$ cat src/hdl/swd_pkg.sv
// Overview of operation
// - Watchdog is a 16-bit up-counter ticking every 24, or 384, core clocks.
// - Reset leaves watchdog idle with counter and watchdog registers cleared, except the expiry bit.
// - A running watchdog stops only on the internal reset.
// - Setting the start flag while idle starts the counter; the refresh flag alone does not.
// - Counter reaching 0x7CFF raises expiry, sets priority bit 6, requests reset.
// - Expiry status drops on reset or when the counter moves off 0x7CFF.
// - Refresh flag then start flag within 12 cycles reloads and clears refresh.
// - Refresh flag alone for 12 cycles clears itself without any reload.
// - Refresh flag, first enable register bit 6, self-clears 12 cycles after set.
// - Start flag, second enable register bit 6, self-clears 12 cycles after set.
// - First enable register bit 7 low blocks every interrupt request.
// - First enable bits 0-4 gate ext0, timer0, ext1, timer1, serial0.
// - Second enable bits 1-5 gate external interrupts 2 to 6.
// - Expiry bit in priority register survives watchdog reset; software clears it.
// - Reload register bit 7 adds a divide-by-16 prescaler.
// - Refresh loads reload bits 6-0 into the counter high byte.
package swd_pkg;

  // Register offsets
  localparam logic [7:0] ADDR_RELOAD = 8'h86;
  localparam logic [7:0] ADDR_IRQ_ENABLE_0 = 8'hA8;
  localparam logic [7:0] ADDR_PRIO0 = 8'hA9;
  localparam logic [7:0] ADDR_IRQ_ENABLE_1 = 8'hB8;
  localparam logic [7:0] ADDR_CNT_LO = 8'hF0;
  localparam logic [7:0] ADDR_CNT_HI = 8'hF1;

  // Field positions
  localparam int BIT_GLOBAL_GATE = 7;
  localparam int BIT_REFRESH = 6;
  localparam int BIT_START = 6;
  localparam int BIT_EXPIRED = 6;
  localparam int BIT_PRESCALE_SEL = 7;

  // Reset values
  localparam logic [7:0] RST_BYTE = 8'h00;
  localparam logic [15:0] RST_COUNT = 16'h0000;

  // Timing counts
  localparam logic [15:0] EXPIRY_COUNT = 16'h7CFF;
  localparam logic [8:0] PRE_SHORT = 9'h018;
  localparam logic [8:0] PRE_LONG = 9'h180;
  localparam logic [3:0] FLAG_LIFE = 4'hC;

  // Interrupt sources
  localparam int NUM_IRQ = 10;

  // Watchdog run state
  typedef enum logic [1:0] {
    ST_IDLE = 2'b01,
    ST_RUN = 2'b10
  } swd_state_t;

  // Address match used for both write and read decode
  function automatic logic swd_hit(input logic [7:0] addr, input logic [7:0] off);
    swd_hit = (addr == off);
  endfunction

endpackage

$ cat src/hdl/swd_pre_if.sv
`timescale 1ns/100ps
// Prescaler control and tick between watchdog core and prescaler
interface swd_pre_if;
  logic run;
  logic clear;
  logic sel_long;
  logic tick;
  modport ctrl (output run, output clear, output sel_long, input tick);
  modport pre (input run, input clear, input sel_long, output tick);
endinterface

$ cat src/hdl/swd_prescaler.sv
`timescale 1ns/100ps
module swd_prescaler (
  input wire logic i_clock,
  input wire logic i_rst,
  swd_pre_if.pre pre
);

  logic [8:0] cnt_ff;
  logic [8:0] nxt_cnt;
  logic tick_ff;
  logic nxt_tick;
  logic [8:0] last;

  // Next prescaler count and tick
  always_comb begin
    last = pre.sel_long ? swd_pkg::PRE_LONG - 9'h001 : swd_pkg::PRE_SHORT - 9'h001;
    nxt_cnt = cnt_ff;
    nxt_tick = 1'b0;
    if (pre.clear) begin
      nxt_cnt = 9'h000;
    end else if (pre.run) begin
      if (cnt_ff >= last) begin
        nxt_cnt = 9'h000;
        nxt_tick = 1'b1;
      end else begin
        nxt_cnt = cnt_ff + 9'h001;
      end
    end
  end

  // Register prescaler state
  always_ff @(posedge i_clock) begin
    if (i_rst) begin
      cnt_ff <= 9'h000;
      tick_ff <= 1'b0;
    end else begin
      cnt_ff <= nxt_cnt;
      tick_ff <= nxt_tick;
    end
  end

  assign pre.tick = tick_ff;

endmodule // swd_prescaler

$ cat src/hdl/swd_flag_timer.sv
`timescale 1ns/100ps
module swd_flag_timer (
  input wire logic i_clock,
  input wire logic i_rst,
  input wire logic i_set,
  input wire logic i_clear,
  output logic o_flag
);

  logic flag_ff;
  logic nxt_flag;
  logic [3:0] life_ff;
  logic [3:0] nxt_life;

  // Flag stays up for a fixed number of cycles; a new set wins and restarts it
  always_comb begin
    nxt_flag = flag_ff;
    nxt_life = life_ff;
    if (i_set) begin
      nxt_flag = 1'b1;
      nxt_life = swd_pkg::FLAG_LIFE;
    end else if (i_clear) begin
      nxt_flag = 1'b0;
      nxt_life = 4'h0;
    end else if (flag_ff) begin
      nxt_life = life_ff - 4'h1;
      if (life_ff == 4'h1) begin
        nxt_flag = 1'b0;
      end
    end
  end

  // Register flag state
  always_ff @(posedge i_clock) begin
    if (i_rst) begin
      flag_ff <= 1'b0;
      life_ff <= 4'h0;
    end else begin
      flag_ff <= nxt_flag;
      life_ff <= nxt_life;
    end
  end

  assign o_flag = flag_ff;

endmodule // swd_flag_timer

$ cat src/hdl/swd_watchdog.sv
// Local design decision: the strobed register port.
`timescale 1ns/100ps
module swd_watchdog (
  input wire logic i_clock,
  input wire logic i_rst,
  input wire logic i_por_rst,
  input wire logic [7:0] i_addr,
  input wire logic [7:0] i_wdata,
  input wire logic i_wr,
  input wire logic i_rd,
  input wire logic [swd_pkg::NUM_IRQ-1:0] i_irq_req,
  output logic [7:0] o_rdata,
  output logic [swd_pkg::NUM_IRQ-1:0] o_irq_gated,
  output logic o_wd_expired_status,
  output logic o_chip_reset_req,
  output logic o_wd_running
);

  ////////////////////////////////////////////////////////////////////////////
  // Declarations

  // Watchdog core state
  swd_pkg::swd_state_t state_ff;
  swd_pkg::swd_state_t nxt_state;
  logic running_ff;
  logic nxt_running;
  logic [15:0] count_ff;
  logic [15:0] nxt_count;
  logic expired_ff;
  logic nxt_expired;
  logic reset_req_ff;
  logic nxt_reset_req;

  // Software-visible fields
  logic prio_expired_ff;
  logic nxt_prio_expired;
  logic [5:0] prio_low_ff;
  logic [5:0] nxt_prio_low;
  logic [7:0] reload_ff;
  logic [7:0] nxt_reload;
  logic [6:0] irq_enable_0_ff;
  logic [6:0] nxt_irq_enable_0;
  logic [4:0] irq_enable_1_ff;
  logic [4:0] nxt_irq_enable_1;
  logic [7:0] rdata_ff;
  logic [7:0] nxt_rdata;

  // Interrupt gating
  logic [swd_pkg::NUM_IRQ-1:0] irq_ff;
  logic [swd_pkg::NUM_IRQ-1:0] nxt_irq;
  logic [swd_pkg::NUM_IRQ-1:0] irq_enable;

  // Bus decode, handshake flags and prescaler link
  logic wr_reload;
  logic wr_prio;
  logic wr_irq_enable_0;
  logic wr_irq_enable_1;
  logic set_refresh;
  logic set_start;
  logic refresh_flag;
  logic start_flag;
  logic do_refresh;
  swd_pre_if pre_bus ();

  ////////////////////////////////////////////////////////////////////////////
  // Write decode and flag events

  // Software may only set the two handshake flags; hardware clears them
  assign wr_reload = i_wr && swd_pkg::swd_hit(i_addr, swd_pkg::ADDR_RELOAD);
  assign wr_prio = i_wr && swd_pkg::swd_hit(i_addr, swd_pkg::ADDR_PRIO0);
  assign wr_irq_enable_0 = i_wr && swd_pkg::swd_hit(i_addr, swd_pkg::ADDR_IRQ_ENABLE_0);
  assign wr_irq_enable_1 = i_wr && swd_pkg::swd_hit(i_addr, swd_pkg::ADDR_IRQ_ENABLE_1);
  assign set_refresh = wr_irq_enable_0 && i_wdata[swd_pkg::BIT_REFRESH];
  assign set_start = wr_irq_enable_1 && i_wdata[swd_pkg::BIT_START];
  assign do_refresh = set_start && refresh_flag;

  // Refresh flag: dropped early when the refresh it arms is taken
  swd_flag_timer u_refresh_flag (
    .i_clock(i_clock),
    .i_rst(i_rst),
    .i_set(set_refresh),
    .i_clear(do_refresh),
    .o_flag(refresh_flag)
  );

  // Start flag: only times out, never dropped early
  swd_flag_timer u_start_flag (
    .i_clock(i_clock),
    .i_rst(i_rst),
    .i_set(set_start),
    .i_clear(1'b0),
    .o_flag(start_flag)
  );

  ////////////////////////////////////////////////////////////////////////////
  // Prescaler

  // Prescaler runs only while the watchdog runs; a refresh restarts it
  assign pre_bus.run = (state_ff == swd_pkg::ST_RUN);
  assign pre_bus.clear = do_refresh;
  assign pre_bus.sel_long = reload_ff[swd_pkg::BIT_PRESCALE_SEL];

  // Divider that paces the counter
  swd_prescaler u_prescaler (
    .i_clock(i_clock),
    .i_rst(i_rst),
    .pre(pre_bus)
  );

  ////////////////////////////////////////////////////////////////////////////
  // Watchdog core

  // Run state; only the internal reset brings it back to idle
  always_comb begin
    nxt_state = state_ff;
    case (state_ff)
      swd_pkg::ST_IDLE: begin
        if (set_start) begin
          nxt_state = swd_pkg::ST_RUN;
        end
      end
      swd_pkg::ST_RUN: begin
        nxt_state = swd_pkg::ST_RUN;
      end
      default: begin
        nxt_state = swd_pkg::ST_IDLE;
      end
    endcase
    nxt_running = (nxt_state == swd_pkg::ST_RUN);
  end

  // Register run state; the running flag has its own flop to drive the pin
  always_ff @(posedge i_clock) begin
    if (i_rst) begin
      state_ff <= swd_pkg::ST_IDLE;
      running_ff <= 1'b0;
    end else begin
      state_ff <= nxt_state;
      running_ff <= nxt_running;
    end
  end

  // Counter; a refresh reload wins over a prescaler tick
  always_comb begin
    nxt_count = count_ff;
    if (do_refresh) begin
      nxt_count = {1'b0, reload_ff[6:0], 8'h00};
    end else if (state_ff == swd_pkg::ST_RUN && pre_bus.tick) begin
      nxt_count = count_ff + 16'h0001;
    end
  end

  // Register counter
  always_ff @(posedge i_clock) begin
    if (i_rst) begin
      count_ff <= swd_pkg::RST_COUNT;
    end else begin
      count_ff <= nxt_count;
    end
  end

  // Expiry follows the counter, so any move off the expiry value drops it
  always_comb begin
    nxt_expired = (count_ff == swd_pkg::EXPIRY_COUNT);
    nxt_reset_req = nxt_expired;
  end

  // Register expiry status and reset request
  always_ff @(posedge i_clock) begin
    if (i_rst) begin
      expired_ff <= 1'b0;
      reset_req_ff <= 1'b0;
    end else begin
      expired_ff <= nxt_expired;
      reset_req_ff <= nxt_reset_req;
    end
  end

  ////////////////////////////////////////////////////////////////////////////
  // Expiry record in the priority register

  // Hardware set wins over a software clear
  always_comb begin
    nxt_prio_expired = prio_expired_ff;
    if (wr_prio) begin
      if (!i_wdata[swd_pkg::BIT_EXPIRED]) begin
        nxt_prio_expired = 1'b0;
      end
    end
    if (expired_ff) begin
      nxt_prio_expired = 1'b1;
    end
  end

  // Of the two resets only power-on reset clears the record, so it survives the watchdog reset
  always_ff @(posedge i_clock) begin
    if (i_por_rst) begin
      prio_expired_ff <= 1'b0;
    end else begin
      prio_expired_ff <= nxt_prio_expired;
    end
  end

  ////////////////////////////////////////////////////////////////////////////
  // Software registers

  // Reload value and plain priority bits
  always_comb begin
    nxt_reload = reload_ff;
    nxt_prio_low = prio_low_ff;
    if (wr_reload) begin
      nxt_reload = i_wdata;
    end
    if (wr_prio) begin
      nxt_prio_low = i_wdata[5:0];
    end
  end

  // Register reload value and plain priority bits
  always_ff @(posedge i_clock) begin
    if (i_rst) begin
      reload_ff <= swd_pkg::RST_BYTE;
      prio_low_ff <= 6'h00;
    end else begin
      reload_ff <= nxt_reload;
      prio_low_ff <= nxt_prio_low;
    end
  end

  // Interrupt enable bits; the flag bits live in the flag timers
  always_comb begin
    nxt_irq_enable_0 = irq_enable_0_ff;
    nxt_irq_enable_1 = irq_enable_1_ff;
    if (wr_irq_enable_0) begin
      nxt_irq_enable_0 = {i_wdata[swd_pkg::BIT_GLOBAL_GATE], 1'b0, i_wdata[4:0]};
    end
    if (wr_irq_enable_1) begin
      nxt_irq_enable_1 = i_wdata[5:1];
    end
  end

  // Register interrupt enable bits
  always_ff @(posedge i_clock) begin
    if (i_rst) begin
      irq_enable_0_ff <= 7'h00;
      irq_enable_1_ff <= 5'h00;
    end else begin
      irq_enable_0_ff <= nxt_irq_enable_0;
      irq_enable_1_ff <= nxt_irq_enable_1;
    end
  end

  // Read mux; data stand only in the cycle after the strobe
  always_comb begin
    nxt_rdata = swd_pkg::RST_BYTE;
    if (i_rd) begin
      case (1'b1)
        swd_pkg::swd_hit(i_addr, swd_pkg::ADDR_RELOAD): nxt_rdata = reload_ff;
        swd_pkg::swd_hit(i_addr, swd_pkg::ADDR_IRQ_ENABLE_0): begin
          nxt_rdata = {irq_enable_0_ff[6], refresh_flag, 1'b0, irq_enable_0_ff[4:0]};
        end
        swd_pkg::swd_hit(i_addr, swd_pkg::ADDR_IRQ_ENABLE_1): begin
          nxt_rdata = {1'b0, start_flag, irq_enable_1_ff, 1'b0};
        end
        swd_pkg::swd_hit(i_addr, swd_pkg::ADDR_PRIO0): begin
          nxt_rdata = {1'b0, prio_expired_ff, prio_low_ff};
        end
        swd_pkg::swd_hit(i_addr, swd_pkg::ADDR_CNT_LO): nxt_rdata = count_ff[7:0];
        swd_pkg::swd_hit(i_addr, swd_pkg::ADDR_CNT_HI): nxt_rdata = count_ff[15:8];
        default: nxt_rdata = swd_pkg::RST_BYTE;
      endcase
    end
  end

  ////////////////////////////////////////////////////////////////////////////
  // Interrupt gating

  // Source order: ext0, timer0, ext1, timer1, serial0, ext2..ext6
  assign irq_enable = {irq_enable_1_ff, irq_enable_0_ff[4:0]};

  // One gate per source, all behind the global gate
  genvar g;
  generate
    for (g = 0; g < swd_pkg::NUM_IRQ; g++) begin : g_gate
      assign nxt_irq[g] = i_irq_req[g] && irq_enable[g] && irq_enable_0_ff[6];
    end
  endgenerate

  // Register gated requests, one cycle behind the sources
  always_ff @(posedge i_clock) begin
    if (i_rst) begin
      irq_ff <= '0;
    end else begin
      irq_ff <= nxt_irq;
    end
  end

  // Register read data; cycles without a read show zero
  always_ff @(posedge i_clock) begin
    if (i_rst) begin
      rdata_ff <= swd_pkg::RST_BYTE;
    end else begin
      rdata_ff <= nxt_rdata;
    end
  end

  // Every output comes straight from a register
  assign o_rdata = rdata_ff;
  assign o_irq_gated = irq_ff;
  assign o_wd_expired_status = expired_ff;
  assign o_chip_reset_req = reset_req_ff;
  assign o_wd_running = running_ff;

endmodule // swd_watchdog

$ cat config.mk
export PLATFORM = sky130hd
export DESIGN_NAME = swd_watchdog
export DESIGN_NICKNAME = d
export VERILOG_FILES = /design/src/hdl/swd_pkg.sv /design/src/hdl/swd_pre_if.sv /design/src/hdl/swd_prescaler.sv /design/src/hdl/swd_flag_timer.sv /design/src/hdl/swd_watchdog.sv
export SDC_FILE = /design/constraint.sdc
export NUM_CORES = 1
export LEC_CHECK = 0
export ABC_AREA = 1
export BUFFER_PORTS_ARGS = -buffer_cell sky130_fd_sc_hd__clkbuf_2
export CORE_ASPECT_RATIO = 0.8
export CORE_MARGIN = 2
export CORE_UTILIZATION = 63
export DETAILED_ROUTE_END_ITERATION = 6
export PLACE_DENSITY = 0.85
export SLEW_MARGIN = 10
export SYNTH_ARGS = -nofsm -noshare
export SYNTH_HDL_FRONTEND = slang
export SYNTH_HIERARCHICAL = 1
export SYNTH_SLANG_ARGS = --single-unit
$ cat constraint.sdc
create_clock -name i_clock -period 2.4 [get_ports i_clock]
set_input_delay 0.36 -clock i_clock [delete_from_list [all_inputs] [get_ports i_clock]]
set_output_delay 0.36 -clock i_clock [all_outputs]
set_load 0.01 [all_outputs]
* Yosys cells after proc, flatten, opt, wreduce, memory -nomap -nowiden *
Index checks and enable logic that the tools add are counted.

word-level totals
  flip-flop bits (word level) = 84
  input bits = 31
  output and inout port bits = 21
  logic and storage cells = 106

operators by class
  add/sub/neg operators = 4
  order comparisons = 1
  equal/unequal tests = 13
  muxes and demuxes = 28
  bitwise logic cells = 2
  reduce and logical (&&, ||, !) cells = 38

operators by type and width
  kind                                                                     count
  8-bit equality test, second input constant                               6
  8-bit 2-to-1 mux                                                         6
  15-bit 2-to-1 mux                                                        2
  1-bit logical AND                                                        28
  4-bit 2-to-1 mux                                                         5
  9-bit 2-to-1 mux                                                         2
  16-bit by 1-bit adder with 16-bit output, second input constant          1
  16-bit by 15-bit equality test with 1-bit output, second input constant  1
  1-bit 2-to-1 mux                                                         11
  9-bit by 1-bit adder with 9-bit output, second input constant            1
  9-bit greater-or-equal comparator                                        1
  4-bit by 1-bit equality test with 1-bit output, second input constant    2
  4-bit by 1-bit subtractor with 4-bit output, second input constant       2
  2-bit nonzero test                                                       3
  2-bit OR reduction                                                       3
  3-bit OR reduction                                                       2
  2-bit equality test, second input constant                               2
  2-bit one-hot mux with 2 select lines                                    1
  3-bit nonzero test                                                       1
  2-bit by 1-bit equality test with 1-bit output, second input constant    1
  2-bit 2-to-1 mux                                                         1
  2-bit by 1-bit inequality test with 1-bit output, second input constant  1
  1-bit inverter                                                           2
  2-bit AND reduction                                                      1

* Depth between registers and ports, before layout *
Gate-level depths: netlist of the first run.

  depth after elaboration = 7
  mapped depth = 11

* By module *
Netlist of the first run, hierarchy kept.

by module, submodules not included
  module          times used  cells an instance  area each (um^2)  sequential area each (um^2)
  swd_watchdog    1           466                3,124.2           1,281.2
  swd_prescaler   1           76                 586.8             200.2
  swd_flag_timer  2           42                 282.8             100.1

* Least setup slack after synthesis of the first run *
OpenSTA, ideal clock, no wires.

  path type = input to register
  from = input port i_addr[7]
  to = register u_refresh_flag.life_ff[2]
  library setup time = 0.109 ns
  arrival time = 1.348 ns
  required time = 2.291 ns
  path slack = 0.943 ns
  cell stages on the path = 11
  buffers on the path = 0
  cells stage by stage = inv_1 -> nor2_2 -> nand2_1 -> nor2_1 -> nand2_1 -> nor3_1 -> nor2_2 -> nand3_1 -> nand3_1 -> nand2_1 -> inv_1

on the way
  elaborated cells between the ends (all ways) = 10

RTL lines
  element                                                                         RTL line              source
  from (decl)                                                                     swd_watchdog.sv:7     input wire logic [7:0] i_addr,
  8-bit equality test (*)                                                         swd_pkg.sv:56         swd_hit = (addr == off);
  1-bit logical AND (*)                                                           swd_watchdog.sv:71    assign wr_irq_enable_0 = i_wr && swd_pkg::swd_hit(i_addr, swd_pkg::ADDR_IRQ_ENABLE_0);
  1-bit logical AND (*)                                                           swd_watchdog.sv:73    assign set_refresh = wr_irq_enable_0 && i_wdata[swd_pkg::BIT_REFRESH];
  named net set_refresh                                                           swd_watchdog.sv:58    logic set_refresh;
  3-bit nonzero test (no source line) / 4-bit 2-to-1 mux (equally long branches)  n/a
  to (signal assigned)                                                            swd_flag_timer.sv:40  life_ff <= nxt_life;
  to (decl)                                                                       swd_flag_timer.sv:12  logic [3:0] life_ff;

Mark *: on every way through the listed nets, which the timed path passes. The rest lies on a longest branch.
A chain may end at the register's enable or synchronous reset.

* Final worst setup path of the first run *
  from = register state_ff[0]
  to = register count_ff[6]

on the way
  cells in the longest elaborated chain, start to end = 2

RTL lines
  element                 RTL line             source
  from (decl)             swd_watchdog.sv:23   swd_pkg::swd_state_t state_ff;
  from (signal assigned)  swd_watchdog.sv:135  state_ff <= swd_pkg::ST_IDLE;
  from (signal assigned)  swd_watchdog.sv:138  state_ff <= nxt_state;
  2-bit equality test     n/a
  named net pre_bus.run   swd_pre_if.sv:4      logic run;
  1-bit logical AND       swd_watchdog.sv:148  end else if (state_ff == swd_pkg::ST_RUN && pre_bus.tick) begin
  to (signal assigned)    swd_watchdog.sv:156  count_ff <= swd_pkg::RST_COUNT;
  to (signal assigned)    swd_watchdog.sv:158  count_ff <= nxt_count;
  to (decl)               swd_watchdog.sv:27   logic [15:0] count_ff;

The timed path passes the listed nets, and every way through them passes these cells.

==> results.py, run 1 <==
metrics = {
    "global_routing": {
        "use_met3": 0.0583,
        "grtUsageTotal": 0.294,
        "grt_pass1_wl_um": 17300,
        "grt-ovfl-total": 0,
        "grt.met1_usage": 0.395,
        "top_usage_layer": "met2",
        "grt_max_degree": 19,
        "first_global_vias": 3800,
        "grt_util_met2": 0.471,
        "antenna_found_initial": 0,
    },
    "cts": {
        "clock-root-buffer": "clkbuf_8",
        "clk_pin_slew_ns": 0.09,
        "clk_path_buf_depth": 2,
        "cts_hold_repair.buffers": 0,
        "clock_latency_ns": 0.36,
        "cts-buffers-inserted": 9,
        "htree_levels": 3,
        "postCtsSetupBuffers": 0,
        "cts.sinks": 84,
        "cts_tree": "done",
        "cts_resized": 0,
    },
    "timing": {
        "worst_slack_ns": 0.334,
        "period_share": 0.861,
        "relSlewSlack": 0.594,
        "finalHoldViolations": 0,
        "fin_setup_tns_ns": 0,
        "rsz0062_at_grt": "no",
        "tightest_slew_ns": 0.604,
        "skew_ns": 0.0125,
        "timing.hold.ws_ns": 0.148,
        "finalCriticalPeriod_ns": 2.07,
        "finalMaxSlewViolations": 0,
        "setup_violations": 0,
        "fmax_mhz": 484,
    },
    "detailed_routing": {
        "detail_route.wirelength_um": 10500,
        "num_vias": 4257,
        "firstDrtPassIters": 5,
        "wl_per_cell_um": 13.6,
        "first_iter_violations": 410,
        "drtAntennaViolNets": 0,
        "post-route-drc-count": 0,
        "viasPerCell": 5.53,
    },
    "yosys": {
        "ys_warn_count": 6,
        "synth_largest_area_cell": "dfxtp_1",
        "synth_area_mm2": 0.00428,
        "syn_avg_cell_area_um2": 6.83,
        "ys_ff_latch": 84,
        "yosys-top-cells-area": "dfxtp_1 39%, nand2_1 11%, nor2_1 9.7%, nand3_1 6.7%, inv_1 6.6%",
        "synth-seq-area-share": 0.393,
        "ys.flop_type": "dfxtp_1",
        "synth_edf_count": 0,
        "postSynth.asyncResetShare": 0,
        "yosysMostFrequentCell": "nand2_1",
        "synth_commonest_cells": "128 x nand2_1, 111 x nor2_1, 84 x dfxtp_1, 75 x inv_1, 57 x nand3_1",
        "yosysTopAreaCellShare": 0.393,
        "synthCells": 626,
        "ys_types": 36,
    },
    "power_and_ir_drop": {
        "p_switching_w": 0.000610,
        "ir_drop_mv": 0.442,
        "power.density_mw_per_mm2": 533,
        "seqPwrFrac": 0.546,
        "p_int_w": 0.00195,
        "p_leak_nw": 2.07,
        "power.share.clock": 0.411,
        "p_sw_frac": 0.238,
        "pwr-share-comb": 0.043,
    },
    "placed_design": {
        "place.detailed.hpwl_um": 7970,
        "dp_slack_ns": 0.423,
        "port_buffers": 51,
        "numPlacedInstances": 754,
        "routabilityCongestion": 1.06,
    },
    "finish": {
        "fillCellCount": 527,
        "fin_cells": 770,
        "layout-drive-gt1-share": 0.149,
        "syn2layout_area_growth_pct": 12.3,
        "antenna_cells": 0,
        "final_util": 0.742,
        "final_nets": 724,
    },
    "floorplanning": {
        "start_util": 0.661,
        "fp.dieH_um": 77.7,
        "num_rows": 26,
        "die_x_um": 96.1,
        "io_pins": 52,
        "core-area_mm2": 0.00647,
        "dieArea_mm2": 0.00747,
    },
    "hold_path": {
        "holdCritPathClass": "primary input to flip-flop",
        "hold_depth": 2,
    },
    "critical_path": {
        "critPathKind": "flip-flop to flip-flop",
        "crit_fanout": 12,
        "cp.required_ns": 2.65,
        "rr_worst_depth": 7,
        "startpoint_type": "flip-flop",
        "cp.arrival_ns": 2.32,
        "crit_path_end_kind": "flip-flop",
    },
    "status": {
        "status": "completed",
    },
    "flow_run": {
        "cap_violations": 0,
    },
}
-- flip-flops by register name (all words and copies together) (netlist names) --
signal                  cells
count_ff                   16
irq_enable_0_ff             6
irq_enable_1_ff             5
o_chip_reset_req            1
o_irq_gated                10
o_rdata                     8
o_wd_running                1
prio_expired_ff             1
prio_low_ff                 6
reload_ff                   8
state_ff                    2
u_prescaler/cnt_ff          9
u_prescaler/pre.tick        1
u_refresh_flag/life_ff      4
u_refresh_flag/o_flag       1
u_start_flag/life_ff        4
u_start_flag/o_flag         1
-- critical path: stages (launching register included) --
cell     delay (ns)
dfxtp_1        0.34
inv_1          0.07
ha_1           0.43
nand2_1        0.39
nor3_1         0.41
nand3_1        0.14
xor2_1         0.15
nor2_1         0.05
-- power by group through the flow --
stage / Clock [W] / Sequential, W / Combinational [W]
global placement: 0 / 0.00143 / 0.000105
global route: 0.00112 / 0.00140 / 0.000123
finish: 0.00105 / 0.00140 / 0.000111
detailed placement: 0 / 0.00143 / 0.000108
CTS: 0.00107 / 0.00140 / 0.000110
floorplan: 0 / 0.00143 / 0.0000554
-- routing by layer --
| metal | vias to the layer above | part of all wire | wire [um] |
|---|---|---|---|
| met1 | 1940 | 0.43 | 4560 |
| met5 | - | 0 | 0 |
| met3 | 23 | 0.094 | 982 |
| li1 | 2096 | - | - |
| met2 | 198 | 0.45 | 4770 |
| met4 | 0 | 0.017 | 182 |
-- final timing paths --
| path | startpoint | end | slack [ns] |
|---|---|---|---|
| setup / recovery | state_ff[0] | count_ff[6] | 0.33 |
| hold / removal | i_por_rst | prio_expired_ff | 0.15 |
| setup reg to reg | state_ff[0] | count_ff[6] | 0.33 |
| hold reg to reg | irq_enable_0_ff[2] | o_irq_gated[2] | 0.44 |
-- through the flow --
stage / cell area [um2] / total power (W)
finish: 4800 / 0.00256
detailed placement: 4590 / 0.00154
floorplan: 4280 / 0.00148
global placement: 4590 / 0.00153
global route: 4800 / 0.00264
CTS: 4800 / 0.00258
-- cell type report --
cell class              count  area, um2  share of cell area
multi-input cells         451       2230               0.463
flip-flops and latches     84       1680               0.350
inverters                  81        304              0.0633
repair buffers             54        278              0.0578
clock buffers              10        138              0.0286
well taps                  84        105              0.0219
clock inverters             6       72.6              0.0151
-- placed cells by master, fill, tap and decap left out, types with 3 or more instances in the layout --
| cell type | n |
|---|---|
| nor2_1 | 111 |
| nand4_1 | 7 |
| xor2_1 | 10 |
| ha_1 | 12 |
| clkbuf_2 | 51 |
| nor2_2 | 10 |
| buf_4 | 3 |
| nand3_1 | 57 |
| nand2_2 | 7 |
| inv_2 | 4 |
| a21oi_1 | 23 |
| o21ai_0 | 36 |
| a21oi_2 | 3 |
| inv_1 | 75 |
| nor4_1 | 3 |
| nor3_1 | 15 |
| dfxtp_1 | 84 |
| clkbuf_8 | 10 |
| o21ai_1 | 4 |
| xnor2_1 | 5 |
| nand2_1 | 128 |
| clkinv_4 | 3 |
-- cells by family after synthesis --
kind of cell | share of synthesized area
AND/OR/NAND/NOR | 0.369
buffers and inverters | 0.0872
flip-flops | 0.393
AO/OA/AOI/OAI | 0.0816
XOR/XNOR | 0.0307
adder cells (fa/ha/maj) | 0.0351
other | 0.000877
multiplexers | 0.00234
Power figures use the tool's default switching activity.
==> inputs of run 2 (changes only) <==
--- a/config.mk
+++ b/config.mk
@@ -11,6 +11,7 @@
 export CORE_MARGIN = 2
 export CORE_UTILIZATION = 63
 export DETAILED_ROUTE_END_ITERATION = 6
+export MAX_ROUTING_LAYER = met4
 export PLACE_DENSITY = 0.85
 export SLEW_MARGIN = 10
 export SYNTH_ARGS = -nofsm -noshare
==> run 2 against run 1 <==
Sequential power about the same. Via count decreased by 3.6%. Power shrank 4.4%. Flip-flop and latch count did not move. Core utilization fell by 0.39 points. Routed wire length decreased by 3.8%. Clock skew up 0.00077 ns. Critical path depth is the same. Sequential share of layout area grew 0.18 points. Critical endpoint unchanged.
==> results.py, run 2 (synthesis results as in run 1) <==
metrics = {
    "finish": {
        "largest_reg_flops": 16,
        "final_nets": 724,
        "largest-register": "count_ff",
        "final_cell_mix": "128 x nand2_1, 111 x nor2_1, 84 x dfxtp_1",
        "antenna_cells": 0,
        "fillCellCount": 549,
        "syn2layout_area_growth_pct": 11.8,
        "design_area_mm2": 0.00478,
        "layout-drive-gt1-share": 0.149,
        "mostFrequentLayoutCell": "nand2_1",
    },
    "floorplanning": {
        "die_x_um": 96.1,
        "num_rows": 26,
        "core-area_mm2": 0.00647,
        "start_util": 0.661,
        "io_pins": 52,
        "fp.dieH_um": 77.7,
        "dieArea_mm2": 0.00747,
    },
    "critical_path": {
        "critPathBufInv": 1,
        "slowest_stage": "ha_1",
        "rr_worst_depth": 7,
        "startpoint_type": "flip-flop",
        "crit_fanout": 10,
        "path_delay_family": "simple AND/OR/NAND/NOR gates",
        "critPathKind": "flip-flop to flip-flop",
        "crit_path_end_kind": "flip-flop",
        "cp.required_ns": 2.70,
        "cpPeakStageDelay_ns": 0.42,
        "worstPathCellList": "inv_1 > ha_1 > nand2_1 > nor3_1 > nand3_1 > xor2_1 > nor2_1",
        "regToRegEndpoint": "count_ff[6]",
        "r2r-start": "state_ff[0]",
        "cp.arrival_ns": 2.25,
        "reg2reg_slack_ns": 0.45,
    },
    "status": {
        "status": "completed",
    },
    "cts": {
        "cts.sinks": 84,
        "clock_latency_ns": 0.36,
        "cts_tree": "done",
        "clk_path_buf_depth": 2,
        "cts_hold_repair.buffers": 0,
        "clk_pin_slew_ns": 0.10,
        "cts-buffers-inserted": 9,
        "clock-root-buffer": "clkbuf_8",
        "cts_resized": 0,
        "htree_levels": 3,
        "postCtsSetupBuffers": 0,
    },
    "power_and_ir_drop": {
        "power.share.clock": 0.384,
        "seqPwrFrac": 0.571,
        "p_int_w": 0.00184,
        "p_switching_w": 0.000607,
        "pwr-share-comb": 0.045,
        "p_leak_nw": 2.05,
        "power_w": 0.00245,
        "power.density_mw_per_mm2": 512,
        "ir_drop_mv": 0.326,
        "p_sw_frac": 0.248,
    },
    "global_routing": {
        "grt_max_degree": 28,
        "grtUsageTotal": 0.293,
        "grt-ovfl-total": 0,
        "antenna_found_initial": 0,
        "first_global_vias": 3725,
        "grt_pass1_wl_um": 16800,
    },
    "detailed_routing": {
        "drtAntennaViolNets": 0,
        "firstDrtPassIters": 6,
        "post-route-drc-count": 0,
        "viasPerCell": 5.33,
        "detail_route.wirelength_um": 10100,
        "wl_per_cell_um": 13.1,
        "first_iter_violations": 323,
        "num_vias": 4105,
    },
    "placed_design": {
        "place.detailed.hpwl_um": 7800,
        "port_buffers": 51,
        "placed_cell_area_mm2": 0.00459,
        "routabilityCongestion": 1.02,
    },
    "timing": {
        "finalMaxSlewViolations": 0,
        "skew_ns": 0.0133,
        "relSlewSlack": 0.597,
        "finalHoldViolations": 0,
        "finalCriticalPeriod_ns": 1.95,
        "tightest_slew_ns": 0.600,
        "fmax_mhz": 514,
        "period_share": 0.811,
        "setup_violations": 0,
        "rsz0062_at_grt": "no",
        "fin_setup_tns_ns": 0,
    },
    "hold_path": {
        "hold_depth": 2,
        "min_to": "prio_expired_ff",
        "holdCritPathClass": "primary input to flip-flop",
        "hp-start": "i_por_rst",
    },
    "flow_run": {
        "cap_violations": 0,
    },
}
run 2: worst reg2reg max path, cell delays in order (launching register included):
cell and delay [ns]:
dfxtp_1 0.34, inv_1 0.07, ha_1 0.42, nand2_1 0.31
nor3_1 0.37, nand3_1 0.13, xor2_1 0.16, nor2_1 0.09
run 2: area by class of cell:
type                       instances  area [um2]  share of cell area
clock inverter                     6        47.5             0.00995
sequential                        84        1680               0.352
clock buffer                      10         138              0.0288
tap                               84         105              0.0220
timing repair buffer              54         278              0.0581
multi-input combinational        451        2230               0.466
inverter                          81         304              0.0636
run 2: stage by stage:
step	util	instances	setup slack, ns	hold slack, ns
2_1_floorplan	-	627	0.943	0.415
3_3_place_gp	0.710	754	0.531	0.426
3_5_place_dp	0.710	754	0.481	0.429
4_1_cts	0.738	770	0.474	0.137
5_1_grt	0.738	770	0.297	0.137
6_report	0.738	770	0.453	0.144
run 2: power by group through the flow:
stage          clock network (W)  registers (W)   logic, W
6_report                0.000941        0.00140   0.000110
5_1_grt                  0.00102        0.00140   0.000122
4_1_cts                 0.000957        0.00140   0.000109
3_5_place_dp                   0        0.00143   0.000108
3_3_place_gp                   0        0.00143   0.000105
2_1_floorplan                  0        0.00143  0.0000554
run 2: metal layers:
| metal | part of all wire | track usage | vias up |
|---|---|---|---|
| met1 | 0.46 | 0.389 | 1830 |
| met5 | 0 | - | - |
| met3 | 0.083 | 0.0767 | 16 |
| li1 | - | - | 2092 |
| met2 | 0.44 | 0.446 | 167 |
| met4 | 0.014 | 0.0714 | 0 |
run 2: how the worst max path moves through the flow:
stage,slack (ns),depth (start not counted),start,endpoint
6_report,0.45,7,state_ff[0],count_ff[6]
4_1_cts,0.47,7,state_ff[0],count_ff[6]
3_3_place_gp,0.53,9,i_addr[2],prio_expired_ff
2_1_floorplan,0.94,11,i_addr[7],u_refresh_flag/life_ff[2]
5_1_grt,0.30,9,state_ff[0],count_ff[10]
3_5_place_dp,0.48,7,state_ff[0],count_ff[6]
